--- src/can_phy_defs.svh ---
// constants for the transceiver fault and wake-up control
`ifndef CAN_PHY_DEFS_SVH
`define CAN_PHY_DEFS_SVH

// ----------------------------------------------------------------
// clock and time conversion
// ----------------------------------------------------------------
`define CLK_MHZ 125
// least time in ns, rounded up to whole cycles
`define CYC_MIN(ns) ((((ns) * `CLK_MHZ) + 999) / 1000)

// ----------------------------------------------------------------
// times in ns and derived cycle counts
// ----------------------------------------------------------------
`define DOM_TIMEOUT_NS 4000
`define DOM_TIMEOUT_CYC `CYC_MIN(`DOM_TIMEOUT_NS)
`define WAKE_MIN_NS 1000
`define WAKE_MIN_CYC `CYC_MIN(`WAKE_MIN_NS)
`define RECOVER_NS 1000
`define RECOVER_CYC `CYC_MIN(`RECOVER_NS)
`define RETRY_NS 2000
`define RETRY_CYC `CYC_MIN(`RETRY_NS)
`define CNT_W 10

// ----------------------------------------------------------------
// levels and wake filter selections
// ----------------------------------------------------------------
`define RECESSIVE 1'h1
`define DOMINANT 1'h0
`define SEL_OFF 2'h0
`define SEL_MASK1 2'h1
`define SEL_PASS 2'h2
`define SEL_MASK2 2'h3
`define EVT_NONE 2'h0
`define EVT_ONE 2'h1
`define EVT_TWO 2'h2

`endif

--- src/can_phy_pkg.sv ---
// types shared by the transceiver control modules
package can_phy_pkg;

   // ----------------------------------------------------------------
   // carriers
   // ----------------------------------------------------------------
   typedef struct packed {
      logic hi_high;
      logic hi_low;
      logic lo_high;
      logic lo_low;
   } volt_t;

   typedef struct packed {
      logic hi;
      logic lo;
   } oc_t;

   typedef struct packed {
      logic hi_line_volt_high_flag;
      logic hi_line_volt_low_flag;
      logic lo_line_volt_high_flag;
      logic lo_line_volt_low_flag;
      logic dom_timeout_flag;
      logic hi_line_overcurrent_flag;
      logic lo_line_overcurrent_flag;
   } flags_t;

   // ----------------------------------------------------------------
   // state machines
   // ----------------------------------------------------------------
   typedef enum logic [2:0] {
      MODE_SHUTDOWN = 3'h0,
      MODE_NORMAL = 3'h1,
      MODE_PSEUDO = 3'h3,
      MODE_LISTEN = 3'h2,
      MODE_STANDBY = 3'h6
   } mode_t;

   typedef enum logic [1:0] {
      WK_IDLE = 2'h0,
      WK_DOM = 2'h1,
      WK_REC = 2'h3
   } wake_phase_t;

   typedef struct packed {
      wake_phase_t phase;
      logic [9:0] cnt;
      logic [1:0] events;
   } wake_state_t;

   typedef struct packed {
      mode_t mode;
      mode_t saved;
      volt_t vstat;
      oc_t oc_prev;
      logic dt_stat;
      flags_t flags;
      logic dt_lock;
      logic [9:0] dt_cnt;
      logic [9:0] rec_cnt;
      logic rec_busy;
      logic retry_busy;
      logic rx;
   } ctrl_state_t;

endpackage

--- src/wake_pulse_filter.sv ---
// wake-up event counter that masks the first events after stop entry
`timescale 1ns/100ps
`include "can_phy_defs.svh"

module wake_pulse_filter (
   input wire logic i_clock,
   input wire logic i_rst,
   input wire logic i_armed,
   input wire logic [1:0] i_sel,
   input wire logic i_rx,
   output logic o_rx
);
   can_phy_pkg::wake_state_t s_q;
   can_phy_pkg::wake_state_t s_d;
   logic [1:0] need;

   // ----------------------------------------------------------------
   // event qualification
   // ----------------------------------------------------------------
   always_comb begin
      s_d = s_q;
      case (i_sel)
         `SEL_MASK1: need = `EVT_ONE;
         `SEL_MASK2: need = `EVT_TWO;
         default: need = `EVT_NONE;
      endcase
      // only counts once stop is really entered
      if (!i_armed) begin
         s_d.phase = can_phy_pkg::WK_IDLE;
         s_d.cnt = '0;
         s_d.events = `EVT_NONE;
      end else begin
         case (s_q.phase)
            can_phy_pkg::WK_IDLE: begin
               if (i_rx == `DOMINANT) begin
                  s_d.phase = can_phy_pkg::WK_DOM;
                  s_d.cnt = `CNT_W'(1);
               end
            end
            can_phy_pkg::WK_DOM: begin
               if (i_rx == `DOMINANT) begin
                  if (s_q.cnt != `CNT_W'(`WAKE_MIN_CYC)) begin
                     s_d.cnt = s_q.cnt + `CNT_W'(1);
                  end
               end else if (s_q.cnt == `CNT_W'(`WAKE_MIN_CYC)) begin
                  s_d.phase = can_phy_pkg::WK_REC;
                  s_d.cnt = `CNT_W'(1);
               end else begin
                  s_d.phase = can_phy_pkg::WK_IDLE;
               end
            end
            can_phy_pkg::WK_REC: begin
               if (i_rx == `DOMINANT) begin
                  s_d.phase = can_phy_pkg::WK_DOM;
                  s_d.cnt = `CNT_W'(1);
               end else if (s_q.cnt == `CNT_W'(`WAKE_MIN_CYC)) begin
                  s_d.phase = can_phy_pkg::WK_IDLE;
                  if (s_q.events != `EVT_TWO) begin
                     s_d.events = s_q.events + `EVT_ONE;
                  end
               end else begin
                  s_d.cnt = s_q.cnt + `CNT_W'(1);
               end
            end
            default: s_d.phase = can_phy_pkg::WK_IDLE;
         endcase
      end
   end

   always_ff @(posedge i_clock) begin
      if (i_rst) begin
         s_q <= '{phase: can_phy_pkg::WK_IDLE, cnt: '0, events: `EVT_NONE};
      end else begin
         s_q <= s_d;
      end
   end

   // held recessive until enough events have passed
   assign o_rx = (!i_armed || s_q.events >= need) ? i_rx : `RECESSIVE;
endmodule

--- src/can_phy_fault_wakeup_ctrl.sv ---
// transceiver mode, fault, timeout and wake-up control
`timescale 1ns/100ps
`include "can_phy_defs.svh"

// Functional notes
// - in reduced mode, wake receiver feeds receive output; select off holds it recessive
// - filter holds receive recessive until events counted
// - valid event: dominant then recessive, minimum each
// - after wake, return to mode before stop
// - all sources ORed into one interrupt
// - voltage comparator sets status; any change flags
// - voltage flags raise interrupt when enabled
// - long dominant transmit: listen-only, status, flag
// - bad clear keeps listen-only, flag returns later
// - good clear returns normal after recovery delay
// - overcurrent only while dominant, sets flag directly
// - overcurrent and timeout flags raise interrupt only when enabled
// - filter select: off, pass, mask one, two
// - filter acts only after stop entry
// - high voltage or overcurrent: listen-only at once
// - driver off while high failure; auto re-enable
// - low-line low failure disables only low driver
// - overcurrent latches driver off until flags cleared
// - listen-only: transmitter off, rest keeps working
// - standby stops timeout counter and monitors
module can_phy_fault_wakeup_ctrl (
   input wire logic I_CLOCK,
   input wire logic I_RST,
   input wire logic I_ENABLE,
   input wire logic I_REDUCED_PERF_MODE,
   input wire logic I_STOP_ENTERED,
   input wire logic [1:0] I_WAKE_FILTER_SEL,
   input wire logic I_PHY_TX_IN,
   input wire logic I_PREC_RX,
   input wire logic I_WAKE_RX,
   input wire can_phy_pkg::volt_t I_VOLT_CMP,
   input wire can_phy_pkg::oc_t I_OC_CMP,
   input wire logic I_VOLT_FAIL_IRQ_EN,
   input wire logic I_DOM_TIMEOUT_IRQ_EN,
   input wire logic I_OVERCURRENT_IRQ_EN,
   input wire logic I_FLAG_CLR_WR,
   input wire can_phy_pkg::flags_t I_FLAG_CLR_DATA,
   output logic O_PHY_RX_OUT,
   output logic O_PHY_IRQ,
   output can_phy_pkg::flags_t O_FLAGS,
   output can_phy_pkg::volt_t O_VOLT_STATUS,
   output logic O_DOM_TIMEOUT_STATUS,
   output can_phy_pkg::mode_t O_MODE,
   output logic O_HI_DRV_EN,
   output logic O_LO_DRV_EN,
   output logic O_TX_DOMINANT
);
   can_phy_pkg::ctrl_state_t s_q;
   can_phy_pkg::ctrl_state_t s_d;
   can_phy_pkg::flags_t clr;
   can_phy_pkg::flags_t set;
   can_phy_pkg::volt_t vchg;
   logic mon;
   logic tx_active;
   logic drive_dom;
   logic dt_evt;
   logic dt_clr;
   logic fault_listen;
   logic filt_rx;
   logic filt_armed;

   // ----------------------------------------------------------------
   // wake-up filter
   // ----------------------------------------------------------------
   assign filt_armed = (s_q.mode == can_phy_pkg::MODE_STANDBY) && I_STOP_ENTERED;

   wake_pulse_filter u_wake (
      .i_clock(I_CLOCK),
      .i_rst(I_RST),
      .i_armed(filt_armed),
      .i_sel(I_WAKE_FILTER_SEL),
      .i_rx(I_WAKE_RX),
      .o_rx(filt_rx)
   );

   // ----------------------------------------------------------------
   // driver control
   // ----------------------------------------------------------------
   assign tx_active = (s_q.mode == can_phy_pkg::MODE_NORMAL) || (s_q.mode == can_phy_pkg::MODE_PSEUDO);
   assign drive_dom = tx_active && (I_PHY_TX_IN == `DOMINANT);
   assign O_HI_DRV_EN = tx_active;
   assign O_LO_DRV_EN = tx_active && (s_q.mode != can_phy_pkg::MODE_PSEUDO);
   assign O_TX_DOMINANT = drive_dom;

   // ----------------------------------------------------------------
   // next state
   // ----------------------------------------------------------------
   always_comb begin
      s_d = s_q;
      // monitors sleep in shutdown and standby
      mon = (s_q.mode != can_phy_pkg::MODE_SHUTDOWN) && (s_q.mode != can_phy_pkg::MODE_STANDBY);
      clr = I_FLAG_CLR_WR ? I_FLAG_CLR_DATA : '0;
      set = '0;
      vchg = '0;
      dt_evt = 1'b0;
      dt_clr = 1'b0;
      fault_listen = 1'b0;

      if (mon) begin
         vchg = I_VOLT_CMP ^ s_q.vstat;
         s_d.vstat = I_VOLT_CMP;
         s_d.oc_prev = I_OC_CMP;
         // over-current only meaningful while pulling the bus
         set.hi_line_overcurrent_flag = drive_dom && I_OC_CMP.hi && !s_q.oc_prev.hi;
         set.lo_line_overcurrent_flag = drive_dom && I_OC_CMP.lo && !s_q.oc_prev.lo;
         if (I_PHY_TX_IN == `DOMINANT) begin
            if (s_q.dt_cnt != `CNT_W'(`DOM_TIMEOUT_CYC)) begin
               s_d.dt_cnt = s_q.dt_cnt + `CNT_W'(1);
            end else if (!s_q.dt_stat) begin
               dt_evt = 1'b1;
               s_d.dt_stat = 1'b1;
            end
         end else begin
            s_d.dt_cnt = '0;
            s_d.dt_stat = 1'b0;
         end
      end
      set.hi_line_volt_high_flag = vchg.hi_high;
      set.hi_line_volt_low_flag = vchg.hi_low;
      set.lo_line_volt_high_flag = vchg.lo_high;
      set.lo_line_volt_low_flag = vchg.lo_low;

      // timeout flag clear: recover or retry
      dt_clr = clr.dom_timeout_flag && s_q.flags.dom_timeout_flag && !dt_evt;
      if (dt_clr) begin
         s_d.rec_cnt = '0;
         if ((I_PHY_TX_IN == `RECESSIVE) && !s_q.dt_stat) begin
            s_d.rec_busy = 1'b1;
         end else begin
            s_d.retry_busy = 1'b1;
         end
      end else if (s_q.rec_busy) begin
         if (s_q.rec_cnt == `CNT_W'(`RECOVER_CYC - 1)) begin
            s_d.rec_busy = 1'b0;
            s_d.dt_lock = 1'b0;
         end else begin
            s_d.rec_cnt = s_q.rec_cnt + `CNT_W'(1);
         end
      end else if (s_q.retry_busy) begin
         if (s_q.rec_cnt == `CNT_W'(`RETRY_CYC - 1)) begin
            s_d.retry_busy = 1'b0;
            set.dom_timeout_flag = 1'b1;
         end else begin
            s_d.rec_cnt = s_q.rec_cnt + `CNT_W'(1);
         end
      end
      if (dt_evt) begin
         set.dom_timeout_flag = 1'b1;
         s_d.dt_lock = 1'b1;
         s_d.rec_busy = 1'b0;
      end

      // set wins over a same-cycle clear
      s_d.flags = (s_q.flags & ~clr) | set;

      fault_listen = s_d.vstat.hi_high || s_d.vstat.lo_high
         || s_d.flags.hi_line_overcurrent_flag || s_d.flags.lo_line_overcurrent_flag
         || s_d.dt_lock;

      case (s_q.mode)
         can_phy_pkg::MODE_SHUTDOWN: begin
            if (I_ENABLE) begin
               s_d.mode = can_phy_pkg::MODE_NORMAL;
            end
         end
         can_phy_pkg::MODE_STANDBY: begin
            if (!I_REDUCED_PERF_MODE) begin
               s_d.mode = s_q.saved;
            end
         end
         can_phy_pkg::MODE_NORMAL, can_phy_pkg::MODE_PSEUDO, can_phy_pkg::MODE_LISTEN: begin
            if (I_REDUCED_PERF_MODE) begin
               s_d.saved = s_q.mode;
               s_d.mode = can_phy_pkg::MODE_STANDBY;
            end else if (fault_listen) begin
               s_d.mode = can_phy_pkg::MODE_LISTEN;
            end else if (s_d.vstat.lo_low) begin
               s_d.mode = can_phy_pkg::MODE_PSEUDO;
            end else begin
               s_d.mode = can_phy_pkg::MODE_NORMAL;
            end
         end
         default: s_d.mode = can_phy_pkg::MODE_SHUTDOWN;
      endcase

      // receive path select; registered, so one cycle later than the pin
      if (s_q.mode == can_phy_pkg::MODE_STANDBY) begin
         s_d.rx = (I_WAKE_FILTER_SEL != `SEL_OFF) ? filt_rx : `RECESSIVE;
      end else if (s_q.mode == can_phy_pkg::MODE_SHUTDOWN) begin
         s_d.rx = `RECESSIVE;
      end else begin
         s_d.rx = I_PREC_RX;
      end
   end

   always_ff @(posedge I_CLOCK) begin
      if (I_RST) begin
         s_q <= '{mode: can_phy_pkg::MODE_SHUTDOWN, saved: can_phy_pkg::MODE_NORMAL,
                  vstat: '0, oc_prev: '0, dt_stat: 1'b0, flags: '0, dt_lock: 1'b0,
                  dt_cnt: '0, rec_cnt: '0, rec_busy: 1'b0, retry_busy: 1'b0, rx: `RECESSIVE};
      end else begin
         s_q <= s_d;
      end
   end

   // ----------------------------------------------------------------
   // outputs
   // ----------------------------------------------------------------
   assign O_PHY_IRQ = (I_VOLT_FAIL_IRQ_EN && (s_q.flags.hi_line_volt_high_flag
         || s_q.flags.hi_line_volt_low_flag || s_q.flags.lo_line_volt_high_flag
         || s_q.flags.lo_line_volt_low_flag))
      || (I_DOM_TIMEOUT_IRQ_EN && s_q.flags.dom_timeout_flag)
      || (I_OVERCURRENT_IRQ_EN && (s_q.flags.hi_line_overcurrent_flag
         || s_q.flags.lo_line_overcurrent_flag));
   assign O_PHY_RX_OUT = s_q.rx;
   assign O_FLAGS = s_q.flags;
   assign O_VOLT_STATUS = s_q.vstat;
   assign O_DOM_TIMEOUT_STATUS = s_q.dt_stat;
   assign O_MODE = s_q.mode;

   // lock drops at the recovery count, seen one sample later
   localparam int rec_wait = `RECOVER_CYC + 1;
endmodule

--- config.mk ---
export PLATFORM = sky130hd
export DESIGN_NAME = can_phy_fault_wakeup_ctrl
export DESIGN_NICKNAME = d
export VERILOG_FILES = /design/src/can_phy_pkg.sv /design/src/wake_pulse_filter.sv /design/src/can_phy_fault_wakeup_ctrl.sv
export VERILOG_INCLUDE_DIRS = /design/src /design/src/src
export SDC_FILE = /design/constraint.sdc
export NUM_CORES = 1
export LEC_CHECK = 0
export BUFFER_PORTS_ARGS = -buffer_cell sky130_fd_sc_hd__buf_4
export CELL_PAD_IN_SITES_DETAIL_PLACEMENT = 1
export CELL_PAD_IN_SITES_GLOBAL_PLACEMENT = 1
export CORE_MARGIN = 8
export CORE_UTILIZATION = 30
export CTS_CLUSTER_DIAMETER = 60
export DETAILED_ROUTE_END_ITERATION = 10
export PLACE_DENSITY = 0.57
export SETUP_SLACK_MARGIN = 0.2
export SLEW_MARGIN = 5
export SYNTH_ARGS = -nofsm -noshare
export SYNTH_HDL_FRONTEND = slang
export SYNTH_SLANG_ARGS = --single-unit
--- constraint.sdc ---
create_clock -name I_CLOCK -period 3.3 [get_ports I_CLOCK]
set_clock_uncertainty 0.2 [all_clocks]
set_input_delay 0.165 -clock I_CLOCK [delete_from_list [all_inputs] [get_ports I_CLOCK]]
set_output_delay 0.165 -clock I_CLOCK [all_outputs]
set_load 0.02 [all_outputs]
==> flow_metrics.env <==
export IMPL_yosys_area_share_adder_pct=3.94
export IMPL_ys_warn_count=0
export IMPL_gp_congestion=0.763
export IMPL_vdd_drop_max_mv=0.260
export IMPL_die_area_um2=14100
export IMPL_drt_iter0_drc=132
export IMPL_syn_cell_area_um2=3180
export IMPL_final_cell_area_um2=4010
export IMPL_max_cap_viol_count=0
export IMPL_worst_setup_path_end_kind="flop"
export IMPL_fin_crit_sh_pct=75.4
export IMPL_holdBufCountCts=26
export IMPL_layout_nets=484
export IMPL_synth_cells=389
export IMPL_fp_dieH_um=119
export IMPL_fp_row_count=37
export IMPL_p_int_mw=1.45
export IMPL_yosys_most_used_dff="dfxtp_1"
export IMPL_setup_tns_ps=0
export IMPL_synth_nets=426
export IMPL_drv_slew=0
export IMPL_rr_worst_depth=6
export IMPL_cts_made_buffers=9
export IMPL_first_pass_iters=4
export IMPL_htreeDepth=3
export IMPL_place_ws_ps=822
export IMPL_antenna_found_initial=1
export IMPL_synth_seq_cells=58
export IMPL_drt_total_wl_um=9250
export IMPL_start_util_pct=30.8
export IMPL_crit_end="u_wake.s_q[1]"
export IMPL_period_needed_ps=2490
export IMPL_r2r_end="u_wake.s_q[1]"
export IMPL_swShare_pct=36.4
export IMPL_clk_path_buf_depth=2
export IMPL_worstPathMaxFanout=7
export IMPL_p_per_area_nw_per_um2=570
export IMPL_yosysMostFrequentCell="dfxtp_1"
export IMPL_critPathLaunch="u_wake.s_q[2]"
export IMPL_critPathArrivalTime_ps=2560
export IMPL_synth_xor_area_share_pct=7.72
export IMPL_drive_above_1_share_pct=15.9
export IMPL_worstSetupStartpointType="flop"
export IMPL_cts_resized=0
export IMPL_root_buffer="clkbuf_8"
export IMPL_portBuffers=46
export IMPL_gr_total_overflow=0
export IMPL_core_area_um2=10300
export IMPL_critPathKind="flop to flop"
export IMPL_syn_to_final_growth_pct=26.1
export IMPL_num_vias=2960
export IMPL_synth_edf_count=0
export IMPL_routedWlPerCell_um=15.7
export IMPL_seq_power_share_pct=38.2
export IMPL_grt_pass1_wl_um=15800
export IMPL_yosys_area_top_type="dfxtp_1"
export IMPL_hold_viol_final=0
export IMPL_postCtsSetupRepairBufs=0
export IMPL_synthTopCellsByArea="dfxtp_1 37%, xor2_1 5.5%, nand2_1 4.8%"
export IMPL_p_sw_mw=0.833
export IMPL_synth_cell_types=59
export IMPL_synth_compound_area_share_pct=16.5
export IMPL_io_pins=47
export IMPL_die_w_um=119
export IMPL_cts_tree="built"
export IMPL_post_synth_cell_area_avg_um2=8.17
export IMPL_r2r_slack_ps=810
export IMPL_insertion_delay_ps=350
export IMPL_cts_sinks=58
export IMPL_rsz0062_at_grt="no"
export IMPL_synth_top_cell_area_share_pct=36.5
export IMPL_relSlewSlack_pct=41.9
export IMPL_leakage_nw=1.51
export IMPL_yosysSeqAreaShare_pct=36.5
export IMPL_worstHoldPathType="input port to flop"
export IMPL_vias_per_cell=5.03
export IMPL_placed_cell_area_um2=3560
export IMPL_pwr_share_clk_pct=27.4
export IMPL_grt_pass1_vias=3197
export IMPL_worst_slew_pin_slew_ps=867
export IMPL_clock_fmax_mhz=402
export IMPL_dp_cells=546
export IMPL_final_setup_worst_slack_ps=813
export IMPL_combPwrFrac_pct=34.5
export IMPL_synth_mux_area_share_pct=0.709
export IMPL_drc=0
export IMPL_synth_top_family_by_area="simple AND/OR/NAND/NOR gates"
export IMPL_finalNonFillerCells=589
export IMPL_status="completed"
export IMPL_reg2reg_from="u_wake.s_q[2]"
export IMPL_fill_cells=1266
export IMPL_yosys_top_cells_count="58 x dfxtp_1, 41 x nand2_1, 41 x nor2_1, 28 x a21oi_1, 20 x xor2_1"
export IMPL_clkTransAtPathRegs_ps=70
export IMPL_grtUsageTotal_pct=13.7
export IMPL_synth_simple_area_share_pct=27.5
export IMPL_grt_max_degree=28
export IMPL_async_reset_ff_share_pct=0
export IMPL_dp_final_hpwl_um=6660
export IMPL_cp_required_ps=3370
export IMPL_ant_nets=0
export IMPL_final_setup_viol_count=0
[worst max-delay path, cell delays in order, from the launching register on]
cell     delay (ps)
dfxtp_1         420
ha_1            180
nor4b_2         330
nand3_1         310
or4b_1          630
or2_0           220
a21oi_1         110
[final cells by class]
type / instances / area [um2] / area share [%]
Tap cell: 136 / 170 / 4.25
Clock buffer: 14 / 173 / 4.31
Multi-Input combinational cell: 285 / 1790 / 44.7
Timing Repair Buffer: 76 / 636 / 15.9
Sequential cell: 58 / 1160 / 29.0
Antenna cell: 1 / 2.50 / 0.0625
Clock inverter: 2 / 10.0 / 0.250
Inverter: 17 / 63.8 / 1.59
[per-stage QoR]
stage / power (mW) / util (%) / hold WS [ps]
final: 2.29 / 38.8 / 79.7
after CTS: 2.33 / 38.8 / 87.7
after global placement: 1.62 / 34.5 / 211
after global routing: 2.45 / 38.8 / 127
after floorplan: 1.37 / - / 105
after detailed placement: 1.63 / 34.5 / 243
[worst min path at each step]
| stage | start | end | slack (ps) | cells after the start |
|---|---|---|---|---|
| final | I_STOP_ENTERED | u_wake.s_q[1] | 80 | 3 |
| after global routing | I_STOP_ENTERED | u_wake.s_q[1] | 130 | 3 |
| after CTS | I_STOP_ENTERED | u_wake.s_q[1] | 90 | 3 |
| after detailed placement | I_OC_CMP[0] | s_q[32] | 240 | 3 |
| after global placement | I_PREC_RX | O_PHY_RX_OUT | 210 | 3 |
| after floorplan | I_VOLT_CMP[0] | O_VOLT_STATUS[0] | 110 | 2 |
[registers in the layout (all words and copies together) (netlist names)]
name	flops
O_FLAGS	7
O_DOM_TIMEOUT_STATUS	1
s_q	28
O_PHY_RX_OUT	1
u_wake.s_q	14
O_MODE	3
O_VOLT_STATUS	4
[cell families after synthesis]
logic type,after synthesis
fa+ha+maj,10
xor+xnor,28
mux,2
compound gates,77
flops,58
buf+inv,46
simple gates,168
[metal layers]
metal  GRT usage [%]  part of all wire (%)
met1            16.9                    48
met2            22.1                    46
met3            4.30                   3.9
met5               0                     0
met4            4.66                   1.6
[cells in the final DEF, fill, tap and decap left out, types with 8 or more instances in the layout]
master	count
nand2_1	41
a21oi_1	28
nand4_1	11
clkbuf_8	12
xnor2_1	8
inv_1	17
nor2_1	41
o21ai_0	11
dlygate4sd3_1	26
nand3_1	19
ha_1	10
buf_4	50
xor2_1	20
dfxtp_1	58
nor3_1	11
[power by group through the flow]
stage | Combinational (mW) | Sequential [mW] | Clock [mW]
2_1_floorplan | 0.534 | 0.839 | 0
3_3_place_gp | 0.737 | 0.887 | 0
3_5_place_dp | 0.737 | 0.888 | 0
4_1_cts | 0.800 | 0.874 | 0.656
5_1_grt | 0.877 | 0.884 | 0.684
6_report | 0.787 | 0.872 | 0.626
No activity file was read; power rests on OpenSTA's default activity.
